===== src/verilog/tisl_pkg.sv =====
// Constants shared by the transceiver interrupt status logic
package tisl_pkg;

  // ****************************************************************
  // Register map
  // ****************************************************************
  localparam int          ADDR_W        = 6;
  localparam int          DATA_W        = 16;
  localparam logic [5:0]  STATUS_OFFSET = 6'h24;
  localparam logic [15:0] STATUS_RESET  = 16'h0000;

  // ****************************************************************
  // Field positions in the interrupt event status register
  // ****************************************************************
  localparam int BIT_ATTN      = 10;
  localparam int BIT_DOZE      = 9;
  localparam int BIT_CMP_ONE   = 8;
  localparam int BIT_RX_EVENT  = 7;
  localparam int BIT_TX_EVENT  = 6;
  localparam int BIT_CCA_DONE  = 5;
  localparam int BIT_CMP_THREE = 4;
  localparam int BIT_CMP_FOUR  = 3;
  localparam int BIT_CMP_TWO   = 2;
  localparam int BIT_CCA_BUSY  = 1;
  localparam int BIT_CRC_OK    = 0;

  // Number of implemented low bits; bits above read as zero
  localparam int LOW_BITS = 11;

  // Sticky event bits, cleared by a read of the status register
  localparam logic [10:0] EVENT_MASK = 11'h7FC;

  // ****************************************************************
  // Timer and assessment encodings
  // ****************************************************************
  localparam int         TIMER_W        = 24;
  localparam int         STREAM_CMP_W   = 16;
  localparam int         NUM_CMP        = 4;
  localparam logic [1:0] CCA_TYPE_ENERGY = 2'h2;

endpackage

===== src/verilog/tisl_irq_status.sv =====
// Interrupt event status register, low eleven bits, of the transceiver
// Contract
// - Attention bit on pin low or power-up
// - Doze compare-2 match sets doze bit, exits doze
// - Compare 1, 3, 4 matches set their bits
// - Compare-2 bit, or stream 16-bit compare match
// - Packet mode: bit 7 is packet received
// - Stream mode: bit 7 is length/word ready
// - Packet mode: bit 6 is packet sent
// - Stream mode: bit 6 is transmit word needed
// - Stream select bit chooses bit 7/6 meaning
// - Assessment completion sets assessment-done bit
// - Bit 1 shows channel busy or idle
// - Energy-detect type holds busy bit at zero
// - Bit 0 shows checksum correct, default zero
// - Enabled event bits raise request; read clears bits 10 to 2
`timescale 1ns/1ps

module tisl_irq_status #(
  parameter int TIMER_W      = tisl_pkg::TIMER_W,
  parameter int STREAM_CMP_W = tisl_pkg::STREAM_CMP_W
) (
  // Clock and reset
  input  wire logic                        clk,
  input  wire logic                        rst,
  // Register read port from the serial interface
  input  wire logic                        reg_rd_en,
  input  wire logic [tisl_pkg::ADDR_W-1:0] reg_rd_addr,
  output logic      [tisl_pkg::DATA_W-1:0] reg_rd_data,
  output logic                             reg_rd_valid,
  // Configuration from other registers
  input  wire logic                        stream_mode_sel,
  input  wire logic                        stream_compare_en,
  input  wire logic [1:0]                  cca_type,
  input  wire logic [tisl_pkg::LOW_BITS-1:0] irq_enable,
  // Event timer and compare values
  input  wire logic [TIMER_W-1:0]          event_timer,
  input  wire logic [TIMER_W-1:0]          compare_one_value,
  input  wire logic [TIMER_W-1:0]          compare_two_value,
  input  wire logic [TIMER_W-1:0]          compare_three_value,
  input  wire logic [TIMER_W-1:0]          compare_four_value,
  input  wire logic [STREAM_CMP_W-1:0]     stream_compare_value,
  // Power and doze state
  input  wire logic                        attn_n,
  input  wire logic                        power_up_done,
  input  wire logic                        doze_active,
  output logic                             doze_wake,
  // Datapath events, one-cycle pulses, with the busy and checksum result levels
  input  wire logic                        pkt_rx_done,
  input  wire logic                        pkt_tx_done,
  input  wire logic                        strm_rx_ready,
  input  wire logic                        strm_tx_ready,
  input  wire logic                        cca_done,
  input  wire logic                        cca_busy,
  input  wire logic                        crc_done,
  input  wire logic                        crc_ok,
  // Interrupt request pin
  output logic                             irq_n
);

  // ****************************************************************
  // Helper functions
  // ****************************************************************

  // Equality test shared by the four 24-bit timer comparators
  function automatic logic timer_hit(input logic [TIMER_W-1:0] a, input logic [TIMER_W-1:0] b);
    timer_hit = (a == b);
  endfunction

  // Register address decode, used for read clear and read data
  function automatic logic is_status(input logic [tisl_pkg::ADDR_W-1:0] addr);
    is_status = (addr == tisl_pkg::STATUS_OFFSET);
  endfunction

  // ****************************************************************
  // Declarations
  // ****************************************************************
  logic [tisl_pkg::LOW_BITS-1:0] status_reg;
  logic [tisl_pkg::LOW_BITS-1:0] status_next;
  logic [tisl_pkg::LOW_BITS-1:0] status_set;
  logic [tisl_pkg::LOW_BITS-1:0] status_clr;
  logic [tisl_pkg::DATA_W-1:0]   rd_data_reg;
  logic [tisl_pkg::DATA_W-1:0]   rd_data_next;
  logic                          rd_valid_reg;
  logic                          irq_n_reg;
  logic                          irq_n_next;
  logic                          doze_wake_reg;
  logic                          attn_sync1_reg;
  logic                          attn_sync2_reg;
  logic                          attn_prev_reg;
  logic                          cca_busy_reg;
  logic                          cca_busy_next;
  logic                          crc_ok_reg;
  logic                          crc_ok_next;
  logic [tisl_pkg::NUM_CMP-1:0]  cmp_match;
  logic [tisl_pkg::NUM_CMP-1:0]  cmp_prev_reg;
  logic [tisl_pkg::NUM_CMP-1:0]  cmp_rise;
  logic [TIMER_W-1:0]            cmp_value [tisl_pkg::NUM_CMP];
  logic                          stream_hit;
  logic                          stream_prev_reg;
  logic                          stream_rise;
  logic                          stream_cmp_mode;
  logic                          cmp_two_event;
  logic                          doze_event;
  logic                          attn_fall;
  logic                          attn_event;
  logic                          rx_event;
  logic                          tx_event;
  logic                          status_read;
  logic                          energy_detect;

  // ****************************************************************
  // Attention pin synchroniser
  // ****************************************************************

  // Two stages before use; the pin is asynchronous to clk
  // Reset to the idle level, so leaving reset makes no false edge
  always_ff @(posedge clk) begin
    if (rst) begin
      attn_sync1_reg <= 1'b1;
      attn_sync2_reg <= 1'b1;
      attn_prev_reg  <= 1'b1;
    end else begin
      attn_sync1_reg <= attn_n;
      attn_sync2_reg <= attn_sync1_reg;
      attn_prev_reg  <= attn_sync2_reg;
    end
  end

  // Falling edge only, so a pin held low sets the bit once per assertion
  assign attn_fall  = attn_prev_reg & ~attn_sync2_reg;
  assign attn_event = attn_fall | power_up_done;

  // ****************************************************************
  // Timer comparators
  // ****************************************************************

  // Comparator table, index 0 to 3 for compare one to four
  assign cmp_value[0] = compare_one_value;
  assign cmp_value[1] = compare_two_value;
  assign cmp_value[2] = compare_three_value;
  assign cmp_value[3] = compare_four_value;

  // Rising edge of each match; a stalled timer sets the bit only once
  // Limitation: a timer that skips over a compare value misses it
  genvar gi;
  generate
    for (gi = 0; gi < tisl_pkg::NUM_CMP; gi++) begin : g_cmp
      assign cmp_match[gi] = timer_hit(event_timer, cmp_value[gi]);
      assign cmp_rise[gi]  = cmp_match[gi] & ~cmp_prev_reg[gi];
    end
  endgenerate

  // Stream compare against the timer's low 16 bits
  assign stream_hit      = (event_timer[STREAM_CMP_W-1:0] == stream_compare_value);
  assign stream_rise     = stream_hit & ~stream_prev_reg;
  assign stream_cmp_mode = stream_mode_sel & stream_compare_en;

  // Compare two takes the 16-bit source when stream mode and the stream compare are both on
  // The 24-bit match then drives only the doze wake
  assign cmp_two_event = stream_cmp_mode ? stream_rise : cmp_rise[1];

  // Doze wake always uses the full 24-bit compare two value
  assign doze_event = doze_active & cmp_rise[1];

  // Edge history for the comparators
  // Reset low, so a match present at reset exit counts as an event
  always_ff @(posedge clk) begin
    if (rst) begin
      cmp_prev_reg    <= '0;
      stream_prev_reg <= 1'b0;
    end else begin
      cmp_prev_reg    <= cmp_match;
      stream_prev_reg <= stream_hit;
    end
  end

  // ****************************************************************
  // Multiplexed receive and transmit events
  // ****************************************************************

  // Source of bits 7 and 6 follows the stream select bit
  assign rx_event = stream_mode_sel ? strm_rx_ready : pkt_rx_done;
  assign tx_event = stream_mode_sel ? strm_tx_ready : pkt_tx_done;

  // ****************************************************************
  // Assessment and checksum results
  // ****************************************************************

  // Energy detect skips the busy calculation
  // Forced in the next state, so a stale busy result shows only to a read in the cycle the type changes
  assign energy_detect = (cca_type == tisl_pkg::CCA_TYPE_ENERGY);

  // Busy result updates when an assessment finishes, and clears under energy detect
  assign cca_busy_next = energy_detect ? 1'b0 :
                         (cca_done ? cca_busy : cca_busy_reg);

  // Checksum outcome of the last received frame
  // Zero until the first frame, which reads as incorrect
  assign crc_ok_next = crc_done ? crc_ok : crc_ok_reg;

  // Result bits held until the next outcome
  always_ff @(posedge clk) begin
    if (rst) begin
      cca_busy_reg <= 1'b0;
      crc_ok_reg   <= 1'b0;
    end else begin
      cca_busy_reg <= cca_busy_next;
      crc_ok_reg   <= crc_ok_next;
    end
  end

  // ****************************************************************
  // Sticky event bits
  // ****************************************************************

  // Event set vector in register bit order
  always_comb begin
    status_set                          = '0;
    status_set[tisl_pkg::BIT_ATTN]      = attn_event;
    status_set[tisl_pkg::BIT_DOZE]      = doze_event;
    status_set[tisl_pkg::BIT_CMP_ONE]   = cmp_rise[0];
    status_set[tisl_pkg::BIT_RX_EVENT]  = rx_event;
    status_set[tisl_pkg::BIT_TX_EVENT]  = tx_event;
    status_set[tisl_pkg::BIT_CCA_DONE]  = cca_done;
    status_set[tisl_pkg::BIT_CMP_THREE] = cmp_rise[2];
    status_set[tisl_pkg::BIT_CMP_FOUR]  = cmp_rise[3];
    status_set[tisl_pkg::BIT_CMP_TWO]   = cmp_two_event;
  end

  // A read of the status register clears the event bits
  assign status_read = reg_rd_en & is_status(reg_rd_addr);
  assign status_clr  = status_read ? tisl_pkg::EVENT_MASK : '0;

  // Set wins over the read clear, so an event in the read cycle survives
  assign status_next[tisl_pkg::LOW_BITS-1:2] =
           (status_reg[tisl_pkg::LOW_BITS-1:2] & ~status_clr[tisl_pkg::LOW_BITS-1:2]) |
           status_set[tisl_pkg::LOW_BITS-1:2];

  // Low two bits mirror the held results, not sticky events
  // A read leaves them alone; they never raise a request
  assign status_next[tisl_pkg::BIT_CCA_BUSY] = cca_busy_next;
  assign status_next[tisl_pkg::BIT_CRC_OK]   = crc_ok_next;

  // Status register
  always_ff @(posedge clk) begin
    if (rst) begin
      status_reg <= tisl_pkg::STATUS_RESET[tisl_pkg::LOW_BITS-1:0];
    end else begin
      status_reg <= status_next;
    end
  end

  // ****************************************************************
  // Register read port
  // ****************************************************************

  // Read returns the value before the clear; other addresses read zero
  // An event in the read cycle shows in the next read instead
  assign rd_data_next = status_read ?
                        {{(tisl_pkg::DATA_W-tisl_pkg::LOW_BITS){1'b0}}, status_reg} :
                        '0;

  // Read data and its valid flag, one cycle after the strobe
  // Every strobe is answered, even one to an unmapped address
  always_ff @(posedge clk) begin
    if (rst) begin
      rd_data_reg  <= '0;
      rd_valid_reg <= 1'b0;
    end else begin
      rd_data_reg  <= rd_data_next;
      rd_valid_reg <= reg_rd_en;
    end
  end

  // ****************************************************************
  // Interrupt request and doze wake
  // ****************************************************************

  // Request from next state, so the pin releases in step with the clear
  // Bits 1 and 0 are results and are masked out of the request
  assign irq_n_next = ~|(status_next & irq_enable & tisl_pkg::EVENT_MASK);

  // Registered pin drive and doze exit pulse
  always_ff @(posedge clk) begin
    if (rst) begin
      irq_n_reg     <= 1'b1;
      doze_wake_reg <= 1'b0;
    end else begin
      irq_n_reg     <= irq_n_next;
      doze_wake_reg <= doze_event;
    end
  end

  // Outputs straight from flip-flops
  // No logic after the flops keeps the pin and port glitch free
  assign reg_rd_data  = rd_data_reg;
  assign reg_rd_valid = rd_valid_reg;
  assign irq_n        = irq_n_reg;
  assign doze_wake    = doze_wake_reg;

endmodule


===== config.mk =====
export PLATFORM = sky130hd
export DESIGN_NAME = tisl_irq_status
export DESIGN_NICKNAME = d
export VERILOG_FILES = /design/src/verilog/tisl_pkg.sv /design/src/verilog/tisl_irq_status.sv
export SDC_FILE = /design/constraint.sdc
export NUM_CORES = 1
export LEC_CHECK = 0
export BUFFER_PORTS_ARGS = -buffer_cell sky130_fd_sc_hd__buf_2
export CAP_MARGIN = 30
export CORE_MARGIN = 2
export CORE_UTILIZATION = 44
export DETAILED_ROUTE_END_ITERATION = 8
export PLACE_DENSITY = 0.87
export SYNTH_ARGS = -nofsm -noshare
export SYNTH_HDL_FRONTEND = slang
export SYNTH_SLANG_ARGS = --single-unit

===== constraint.sdc =====
create_clock -name clk -period 4.47 [get_ports clk]
set_clock_uncertainty 0.15 [all_clocks]
set_input_delay 0.447 -clock clk [delete_from_list [all_inputs] [get_ports clk]]
set_output_delay 0.447 -clock clk [all_outputs]
set_load 0.03 [all_outputs]

==> flow_summary_export.csv, run 1 <==
group,metric,value,unit
placement,port-buffer-count,182,
pwr,p_per_area,218,nW/um2
setup_path,worst_path_max_delay_cell,"sky130_fd_sc_hd__a2111oi_0",
final_layout,largest_register_ff_count,11,
sta,finalCritPeriodShare,52.2,%
sta,drv_slew,0,
final_layout,synthToLayoutAreaGrowth,37.2,%
final_layout,final_net_count,619,
clock_network,cts_buffers,5,
grt,initial_antenna_violation_count,0,
pwr,p_leak,1.54,nW
setup_path,end_kind,"register",
clock_network,post-cts-setup-buffers,0,
logic_synthesis,synth_top_family_by_area,"XOR/XNOR gates",
drt,drt_iter0_drc,83,
grt,track_usage,23.8,%
logic_synthesis,syn_avg_cell_area,8.96,um2
drt,detail-route-antenna-nets,0,
setup_path,max_fanout_on_critical_path,11,
setup_path,timing.critical_path.cells,"buf_2, nor4b_1, nand4b_1, a2111oi_0, o21a_1, a41oi_1, a221oi_2",
logic_synthesis,async_flop_share,0,%
setup_path,worst_path_dominant_cell_family,"compound AO/OA/AOI/OAI gates",
logic_synthesis,synth_xor_area_share,39.1,%
logic_synthesis,synth-seq-cells,33,
clock_network,tritoncts,"built",
clock_network,clk_pin_slew_worst_paths,0.06,ns
logic_synthesis,synth-warning-count,0,
sta,worst_slack_setup_final,2.14,ns
floorplan,horizontal_extent_of_the_die,79.5,um
pwr,max-vdd-ir-drop,0.176,mV
final_layout,layout-drive-gt1-share,43.4,%
floorplan,floorplan.initialDensity,45.6,%
logic_synthesis,synth-edff-count,0,
logic_synthesis,synth_cells,280,
setup_path,crit_buf_inv,1,
setup_path,setup.worst_path.start_class,"primary input",
floorplan,num_io_pins,190,
setup_path,critPathMaxStageDelay,0.58,ns
grt,grt_first_pass_wirelength,11.5,mm
drt,detailedRoute.firstPassIterationCount,4,
logic_synthesis,synth_largest_area_cell,"sky130_fd_sc_hd__xnor2_1",
drt,avgRoutedWirePerCell,14.8,um
clock_network,cts_resized,0,
setup_path,crit_type,"in -> reg",
floorplan,die_h,79.5,um
logic_synthesis,ys_top_cells_by_count,"88 x sky130_fd_sc_hd__xnor2_1, 33 x sky130_fd_sc_hd__dfxtp_1, 24 x sky130_fd_sc_hd__xor2_1",
logic_synthesis,synth_simple_gate_area_share,20.0,%
placement,dp.final_hpwl,6.81,mm
floorplan,fp.dieArea,6320,um2
sta,maxClockFrequency,0.428,GHz
logic_synthesis,synthAdderAreaFrac,0,%
sta,final.hold.worst_slack,0.194,ns
drt,drc,0,
logic_synthesis,ys_seq_area_share,26.3,%
logic_synthesis,netlist_area,2510,um2
sta,worst_slew_margin_rel,61.8,%
final_layout,antenna_cells_inserted,0,
sta,rsz0062_at_grt,"no",
grt,grt.overflow.total,0,
grt,maximum_number_of_pins_on_one_net_before_global_route_repair,25,
logic_synthesis,multiplexer_area_fraction_after_synthesis,1.60,%
placement,placement.cell_area,3360,um2
sta,final-hold-violation-count,0,
drt,via_count,2550,
logic_synthesis,post_synth_main_area_contributors,"sky130_fd_sc_hd__xnor2_1 31%, sky130_fd_sc_hd__dfxtp_1 26%, sky130_fd_sc_hd__xor2_1 8.4%",
drt,wl,7.73,mm
pwr,power,0.751,mW
floorplan,fp.coreArea,5510,um2
clock_network,cts_hold_buffers,0,
logic_synthesis,number_of_distinct_library_cells_after_synthesis,35,
clock_network,h-tree-depth,2,
logic_synthesis,ys_dominant_reg_cell,"sky130_fd_sc_hd__dfxtp_1",
flow_run,maxCapViolCount,0,
grt,first_global_vias,2543,
clock_network,cts.sink_count,33,
final_layout,fillers,475,
clock_network,ctsRootBufferMaster,"sky130_fd_sc_hd__clkbuf_8",
worst_hold_path,hold_class,"in -> reg",
logic_synthesis,synthMostInstantiatedCell,"sky130_fd_sc_hd__xnor2_1",
placement,globalplace.congestion,0.919,
clock_network,insertion_delay,0.28,ns
sta,tightestPinTransition,0.567,ns
sta,setup_tns,0,ns
sta,report.final.setup_viol,0,
clock_network,clk_path_buf_depth,2,
logic_synthesis,yosysTopAreaCellShare,30.7,%
setup_path,cp_data_required_time,4.52,ns
placement,pre_cts_slack,1.85,ns
drt,routed_via_density,4.89,
outcome,outcome,"complete, no violations",
setup_path,worst-endpoint-arrival,2.39,ns
floorplan,num_rows,27,
sta,final.min_clock_period,2.33,ns
final_layout,final_cell_area,3440,um2
logic_synthesis,synth_compound_gate_area_share,6.03,%
[cell usage in the layout (no fill, tap or decap), types with 2 or more instances in the layout]
cell type	count
sky130_fd_sc_hd__a21oi_1	3
sky130_fd_sc_hd__a22oi_1	4
sky130_fd_sc_hd__a2bb2oi_1	3
sky130_fd_sc_hd__and2_1	11
sky130_fd_sc_hd__buf_2	182
sky130_fd_sc_hd__clkbuf_8	5
sky130_fd_sc_hd__clkinv_2	2
sky130_fd_sc_hd__conb_1	5
sky130_fd_sc_hd__dfxtp_1	33
sky130_fd_sc_hd__mux2i_1	4
sky130_fd_sc_hd__nand2_1	7
sky130_fd_sc_hd__nand4_1	23
sky130_fd_sc_hd__nand4b_1	4
sky130_fd_sc_hd__nor2_1	14
sky130_fd_sc_hd__nor2b_1	6
sky130_fd_sc_hd__nor3_1	2
sky130_fd_sc_hd__nor4_1	11
sky130_fd_sc_hd__o21a_1	2
sky130_fd_sc_hd__or2_2	3
sky130_fd_sc_hd__xnor2_1	88
sky130_fd_sc_hd__xor2_1	24
[metal layers]
layer  global-route usage, %  vias up  share of wire, %  wire [um]
li1                        -     1268                 -          -
met1                    25.4     1129                37       2900
met2                    43.4      128                51       3910
met3                    4.64       25               7.9        611
met4                    13.8        0               4.0        309
met5                       0        -                 0          0
[cell families (layout without fill, tap and decap cells)]
kind of cell	Yosys count	in the layout
AOI/OAI and AO/OA	18	18
and+or+nand+nor	86	86
other	1	5
muxes	4	4
xor gates and xnor gates	112	112
DFF	33	33
buffers and inverters	26	191
[area by class of cell]
cell class | instances | area, um2 | area share, %
Multi-Input combinational cell | 225 | 1690 | 49.2
Inverter | 1 | 3.75 | 0.109
Clock buffer | 6 | 72.6 | 2.11
Tap cell | 72 | 90.1 | 2.62
Clock inverter | 2 | 10.0 | 0.291
Timing Repair Buffer | 182 | 911 | 26.5
Sequential cell | 33 | 661 | 19.2
[per-stage QoR]
| stage | utilization (%) | instances |
|---|---|---|
| 2_1_floorplan | - | 284 |
| 3_3_place_gp | 61.0 | 513 |
| 3_5_place_dp | 61.0 | 513 |
| 4_1_cts | 62.5 | 521 |
| 5_1_grt | 62.5 | 521 |
| 6_report | 62.5 | 521 |
[power breakdown]
group          internal, mW  leakage, nW  total, mW  switching, mW
clock                 0.108       0.0450      0.208          0.100
sequential            0.300        0.269      0.303        0.00272
combinational         0.127         1.22      0.240          0.113
total                 0.535         1.54      0.751          0.216
[worst paths after layout]
path	startpoint	end	slack [ns]	cells after the start
worst min-delay path	irq_enable[9]	irq_n	0.19	2
worst max-delay path	reg_rd_addr[1]	irq_n	2.14	7
worst max register to register	status_reg[7]	irq_n	2.63	6
worst min register to register	attn_sync1_reg	attn_sync2_reg	0.26	1
Note: power is estimated with default switching activity, not from simulation.
==> inputs of run 2 (changes only) <==
--- a/config.mk
+++ b/config.mk
@@ -8,9 +8,9 @@
 export BUFFER_PORTS_ARGS = -buffer_cell sky130_fd_sc_hd__buf_2
 export CAP_MARGIN = 30
 export CORE_MARGIN = 2
-export CORE_UTILIZATION = 44
+export CORE_UTILIZATION = 37
 export DETAILED_ROUTE_END_ITERATION = 8
-export PLACE_DENSITY = 0.87
+export PLACE_DENSITY = 0.78
 export SYNTH_ARGS = -nofsm -noshare
 export SYNTH_HDL_FRONTEND = slang
 export SYNTH_SLANG_ARGS = --single-unit
==> constraint.sdc (replaced) <==
create_clock -name clk -period 1.9 [get_ports clk]
set_clock_uncertainty 0.15 [all_clocks]
set_input_delay 0.19 -clock clk [delete_from_list [all_inputs] [get_ports clk]]
set_output_delay 0.19 -clock clk [all_outputs]
set_load 0.03 [all_outputs]
==> run 2 against run 1 <==
Compared with the run above:
- clock power increased by 150%
- global-route usage decreased by 1.1 points
- die area increased by 18%
- non-clock buffer count increased by 38
- hold slack got worse by 0.19 ns
- sequential cell count unchanged
- first-iteration DRC count decreased by 18%
- setup slack got worse by 2.1 ns
- via count increased by 6.5%
- power increased by 150%
- sequential share of layout area decreased by 1.7 points
- combinational power increased to 2.6 times the previous value
- critical path type unchanged
- largest cell class unchanged
==> flow_summary_export.csv, run 2 (synthesis gave the netlist of run 1 again) <==
group,metric,value,unit
outcome,outcome,"complete, no violations",
sta,drv_slew,0,
grt,grt_first_pass_wirelength,13.1,mm
setup_path,max_fanout_on_critical_path,2,
placement,pre_cts_slack,-0.364,ns
final_layout,final_net_count,657,
setup_path,crit_type,"in -> reg",
drt,drc,0,
drt,wl,8.50,mm
final_layout,final_cell_area,3780,um2
worst_hold_path,hold_class,"in -> reg",
setup_path,cp_data_required_time,1.91,ns
setup_path,critPathMaxStageDelay,0.60,ns
sta,final.min_clock_period,1.87,ns
pwr,p_leak,1.72,nW
grt,track_usage,22.7,%
final_layout,layout.cells.most_common_list,"182 x sky130_fd_sc_hd__buf_2, 88 x sky130_fd_sc_hd__xnor2_1, 33 x sky130_fd_sc_hd__dfxtp_1, 33 x sky130_fd_sc_hd__buf_4, 24 x sky130_fd_sc_hd__xor2_1",
final_layout,fillers,630,
placement,globalplace.congestion,0.956,
sta,setup_tns,0,ns
clock_network,clk_path_buf_depth,2,
clock_network,cts_buffers,5,
final_layout,layout_commonest_cell,"sky130_fd_sc_hd__buf_2",
pwr,max-vdd-ir-drop,0.214,mV
placement,post-place-cells,554,
drt,drt_iter0_drc,68,
floorplan,num_io_pins,190,
setup_path,end_kind,"register",
floorplan,horizontal_extent_of_the_die,86.3,um
floorplan,fp.coreArea,6680,um2
final_layout,antenna_cells_inserted,0,
setup_path,worst_path_max_delay_cell,"sky130_fd_sc_hd__or4b_4",
drt,routed_via_density,4.80,
sta,final-hold-violation-count,0,
sta,worst_slack_setup_final,0.0343,ns
final_layout,synthToLayoutAreaGrowth,50.6,%
pwr,p_per_area,490,nW/um2
drt,detailedRoute.firstPassIterationCount,5,
grt,first_global_vias,2797,
sta,maxClockFrequency,0.536,GHz
setup_path,worstSetupStartpoint,"event_timer[0]",
setup_path,worst-endpoint-arrival,1.88,ns
floorplan,floorplan.initialDensity,37.5,%
sta,report.final.setup_viol,0,
floorplan,fp.dieArea,7450,um2
setup_path,setup.worst_path.start_class,"primary input",
flow_run,maxCapViolCount,0,
clock_network,tritoncts,"built",
sta,finalCritPeriodShare,98.2,%
setup_path,r2r_start,"status_reg[7]",
final_layout,final-instance-count-excl-fill,566,
drt,via_count,2716,
placement,port-buffer-count,182,
grt,grt.overflow.total,0,
floorplan,num_rows,30,
sta,rsz0062_at_grt,"no",
grt,maximum_number_of_pins_on_one_net_before_global_route_repair,23,
grt,initial_antenna_violation_count,0,
drt,detail-route-antenna-nets,0,
worst_hold_path,hold_path_startpoint,"power_up_done",
final_layout,largest_register_ff_count,11,
placement,placement.cell_area,3630,um2
clock_network,cts.sink_count,33,
clock_network,ctsRootBufferMaster,"sky130_fd_sc_hd__clkbuf_8",
final_layout,layout-drive-gt1-share,47.3,%
placement,dp.final_hpwl,7.57,mm
clock_network,clk_pin_slew_worst_paths,0.06,ns
drt,avgRoutedWirePerCell,15.0,um
setup_path,timing.critical_path.cells,"buf_2, xor2_1, nor4_1, nand4_1, or4b_4, a21oi_4, a221oi_2",
clock_network,h-tree-depth,2,
clock_network,insertion_delay,0.28,ns
floorplan,die_h,86.3,um
## run 2: cell types whose count changed in the layout (fill, tap and decap cells not counted), moves of 2 or more
cell                            previous run  this run
sky130_fd_sc_hd__nor4_1                   11         9
sky130_fd_sc_hd__nor4_2                    0         2
sky130_fd_sc_hd__dlygate4sd3_1             0         4
sky130_fd_sc_hd__clkinv_2                  2         0
sky130_fd_sc_hd__buf_4                     0        33
## run 2: repair_timing
| action | in CTS | in global routing |
|---|---|---|
| endpoints found under the hold margin | 3 | 0 |
| hold buffers | 4 | 0 |
| gates resized for setup | 0 | 3 |
| buffers inserted | 1 | 0 |
| setup endpoints to repair | 1 | 1 |
| pin swaps | 1 | 0 |
## run 2: routing by layer
metal | vias up | part of all wire [%] | track usage (%)
met3 | 21 | 5.8 | 4.19
met1 | 1226 | 40 | 26.1
li1 | 1346 | - | -
met5 | - | 0 | 0
met4 | 0 | 3.2 | 8.52
met2 | 123 | 51 | 41.5
## run 2: stage by stage
step	hold slack (ns)	util (%)	power, mW
after global placement	0.226	54.3	1.33
after CTS	0.000211	56.3	1.86
after global routing	0.0109	56.5	1.95
final	0.00729	56.5	1.85
after floorplan	0.106	-	1.05
after detailed placement	0.228	54.3	1.34
## run 2: area by class of cell
class                           instances  area (um2)  area share (%)
Multi-Input combinational cell        225        1710            45.2
Timing Repair Buffer                  220        1220            32.3
Sequential cell                        33         661            17.5
Tap cell                               80         100            2.65
Clock buffer                            7        86.3            2.29
Inverter                                1        3.75          0.0994
## run 2: worst max-delay path: cells and delay by family
kind | cells | cell delay [ns]
simple gates | 3 | 1.20
xor+xnor | 1 | 0.16
compound gates | 2 | 0.22
buf+inv | 1 | 0.11
## run 2: path summary, 6_finish.rpt
| kind | end | slack, ns | cells after the start |
|---|---|---|---|
| min reg2reg | attn_sync2_reg | 0.27 | 1 |
| max | irq_n | 0.03 | 7 |
| max reg2reg | irq_n | 0.15 | 6 |
| min | status_reg[10] | 0.007 | 3 |
## run 2: where the power goes
part	leakage [nW]	total (mW)	internal (mW)	switching (mW)
Sequential	0.269	0.714	0.707	0.00681
Clock	0.0443	0.511	0.287	0.225
Combinational	1.41	0.624	0.344	0.280
Total	1.72	1.85	1.34	0.512
==> inputs of run 3 (changes only) <==
--- a/config.mk
+++ b/config.mk
@@ -6,11 +6,11 @@
 export NUM_CORES = 1
 export LEC_CHECK = 0
 export BUFFER_PORTS_ARGS = -buffer_cell sky130_fd_sc_hd__buf_2
-export CAP_MARGIN = 30
 export CORE_MARGIN = 2
 export CORE_UTILIZATION = 37
 export DETAILED_ROUTE_END_ITERATION = 8
 export PLACE_DENSITY = 0.78
+export REMOVE_ABC_BUFFERS = 1
 export SYNTH_ARGS = -nofsm -noshare
 export SYNTH_HDL_FRONTEND = slang
 export SYNTH_SLANG_ARGS = --single-unit
==> run 3 against run 2 <==
Compared with the run above:
- non-clock buffer count increased by 5
- maximum frequency rose by 1.6%
- sequential cell count is the same
- core utilization rose by 1.2 points
- critical path depth is 1 higher
- critical endpoint unchanged
- highest routed layer unchanged
==> flow_summary_export.csv, run 3 (synthesis gave the netlist of run 1 again) <==
group,metric,value,unit
clock_network,h-tree-depth,2,
setup_path,crit_buf_inv,2,
final_layout,fillers,609,
worst_hold_path,hold_class,"in -> reg",
final_layout,layout.cells.most_common_list,"180 x sky130_fd_sc_hd__buf_2, 88 x sky130_fd_sc_hd__xnor2_1, 36 x sky130_fd_sc_hd__buf_4",
grt,track_usage,23.3,%
floorplan,fp.coreArea,6680,um2
floorplan,fp.dieArea,7450,um2
floorplan,num_rows,30,
clock_network,clk_path_buf_depth,2,
final_layout,antenna_cells_inserted,0,
floorplan,die_h,86.3,um
setup_path,max_fanout_on_critical_path,2,
final_layout,synthToLayoutAreaGrowth,53.8,%
final_layout,multiInputGateArea,1720,um2
setup_path,worst_path_max_delay_cell,"sky130_fd_sc_hd__or4b_4",
clock_network,insertion_delay,0.28,ns
outcome,outcome,"complete, no violations",
drt,detailedRoute.firstPassIterationCount,4,
sta,finalCritPeriodShare,96.7,%
sta,drv_slew,0,
sta,setup_tns,0,ns
pwr,power,1.92,mW
flow_run,maxCapViolCount,0,
grt,initial_antenna_violation_count,0,
placement,port-buffer-count,182,
final_layout,layout_commonest_cell,"sky130_fd_sc_hd__buf_2",
final_layout,final_cell_area,3860,um2
placement,globalplace.congestion,0.985,
sta,rsz0062_at_grt,"no",
setup_path,setup.worst_path.start_class,"primary input",
final_layout,layout-drive-gt1-share,48.2,%
drt,routed_via_density,4.77,
drt,avgRoutedWirePerCell,15.2,um
placement,dp.final_hpwl,7.65,mm
drt,drc,0,
setup_path,worst_path_dominant_cell_family,"simple AND/OR/NAND/NOR gates",
sta,report.final.setup_viol,0,
floorplan,floorplan.initialDensity,37.5,%
drt,wl,8.71,mm
drt,detail-route-antenna-nets,0,
setup_path,crit_type,"in -> reg",
setup_path,critPathMaxStageDelay,0.58,ns
placement,placement.cell_area,3650,um2
clock_network,cts_buffers,5,
sta,final.min_clock_period,1.84,ns
grt,maximum_number_of_pins_on_one_net_before_global_route_repair,18,
pwr,p_leak,1.77,nW
final_layout,final_net_count,662,
clock_network,clk_pin_slew_worst_paths,0.06,ns
clock_network,cts.sink_count,33,
clock_network,tritoncts,"built",
floorplan,num_io_pins,190,
pwr,max-vdd-ir-drop,0.256,mV
setup_path,cp_data_required_time,1.91,ns
floorplan,horizontal_extent_of_the_die,86.3,um
grt,grt.overflow.total,0,
final_layout,area.sequential,661,um2
clock_network,ctsRootBufferMaster,"sky130_fd_sc_hd__clkbuf_8",
sta,maxClockFrequency,0.545,GHz
setup_path,end_kind,"register",
final_layout,largest_register_ff_count,11,
drt,drt_iter0_drc,107,
grt,grt_first_pass_wirelength,13.4,mm
grt,first_global_vias,2854,
setup_path,worst-endpoint-arrival,1.85,ns
drt,via_count,2730,
pwr,p_per_area,497,nW/um2
sta,final-hold-violation-count,0,
setup_path,timing.critical_path.cells,"buf_6, xor2_1, nor4_2, buf_4, nand4_1, or4b_4, a21oi_4, a221oi_2",
run 3: cell count changes in the layout (fill, tap and decap cells not counted):
cell	delta
sky130_fd_sc_hd__a2111oi_1	-1
sky130_fd_sc_hd__a2111oi_2	+1
sky130_fd_sc_hd__buf_2	-2
sky130_fd_sc_hd__buf_4	+3
sky130_fd_sc_hd__buf_6	+2
sky130_fd_sc_hd__clkbuf_1	-1
sky130_fd_sc_hd__clkbuf_8	+1
sky130_fd_sc_hd__clkinv_2	+1
sky130_fd_sc_hd__dlygate4sd3_1	+2
sky130_fd_sc_hd__nor4b_1	-1
sky130_fd_sc_hd__nor4b_2	+1
run 3: layout make-up:
cell class                      count  area share [%]
Multi-Input combinational cell    225            44.6
Sequential cell                    33            17.1
Clock buffer                        7            2.50
Inverter                            1          0.0973
Timing Repair Buffer              225            33.0
Clock inverter                      1           0.130
Tap cell                           80            2.59
run 3: worst register-to-register path, stage by stage, from the launching register on:
cell and delay (ns):
sky130_fd_sc_hd__dfxtp_1 0.34, sky130_fd_sc_hd__a22oi_1 0.18, sky130_fd_sc_hd__nand3_1 0.11, sky130_fd_sc_hd__a2111oi_2 0.38, sky130_fd_sc_hd__o21a_1 0.17, sky130_fd_sc_hd__a41oi_1 0.15, sky130_fd_sc_hd__a221oi_2 0.20
run 3: final timing paths:
| path | slack, ns | cells after the start | start | to |
|---|---|---|---|---|
| hold / removal | 0.02 | 3 | crc_done | register |
| hold reg to reg | 0.27 | 1 | attn_sync1_reg | attn_sync2_reg |
| setup / recovery | 0.06 | 8 | compare_two_value[6] | irq_n |
| setup reg to reg | 0.13 | 6 | status_reg[4] | irq_n |
run 3: timing repair:
action | 4_1_cts | 5_1_grt
buffers inserted | 0 | 1
gates resized for setup | 1 | 6
pin swaps | 0 | 6
endpoints found under the setup margin | 1 | 1
hold buffers | 6 | 0
hold endpoints to repair | 5 | 0
run 3: routing by layer:
layer / vias up / GRT usage, % / routed length, um
met1: 1218 / 26.1 / 3350
met3: 23 / 5.81 / 597
met4: 0 / 9.52 / 297
met5: - / 0 / 0
met2: 133 / 42.0 / 4460
li1: 1356 / - / -
run 3: stage by stage:
step	util [%]	cells	setup slack, ns	hold slack [ns]
after floorplan	-	259	0.0455	0.106
after global placement	54.7	557	-0.355	0.223
after detailed placement	54.7	557	-0.360	0.230
after CTS	57.2	571	0.0149	0.0103
after global routing	57.8	572	0.00411	0.0319
final	57.8	572	0.0636	0.0171
run 3: power breakdown:
part	leakage (nW)	switching [mW]	internal (mW)
Sequential	0.269	0.00714	0.707
Combinational	1.44	0.283	0.351
Clock	0.0542	0.244	0.327
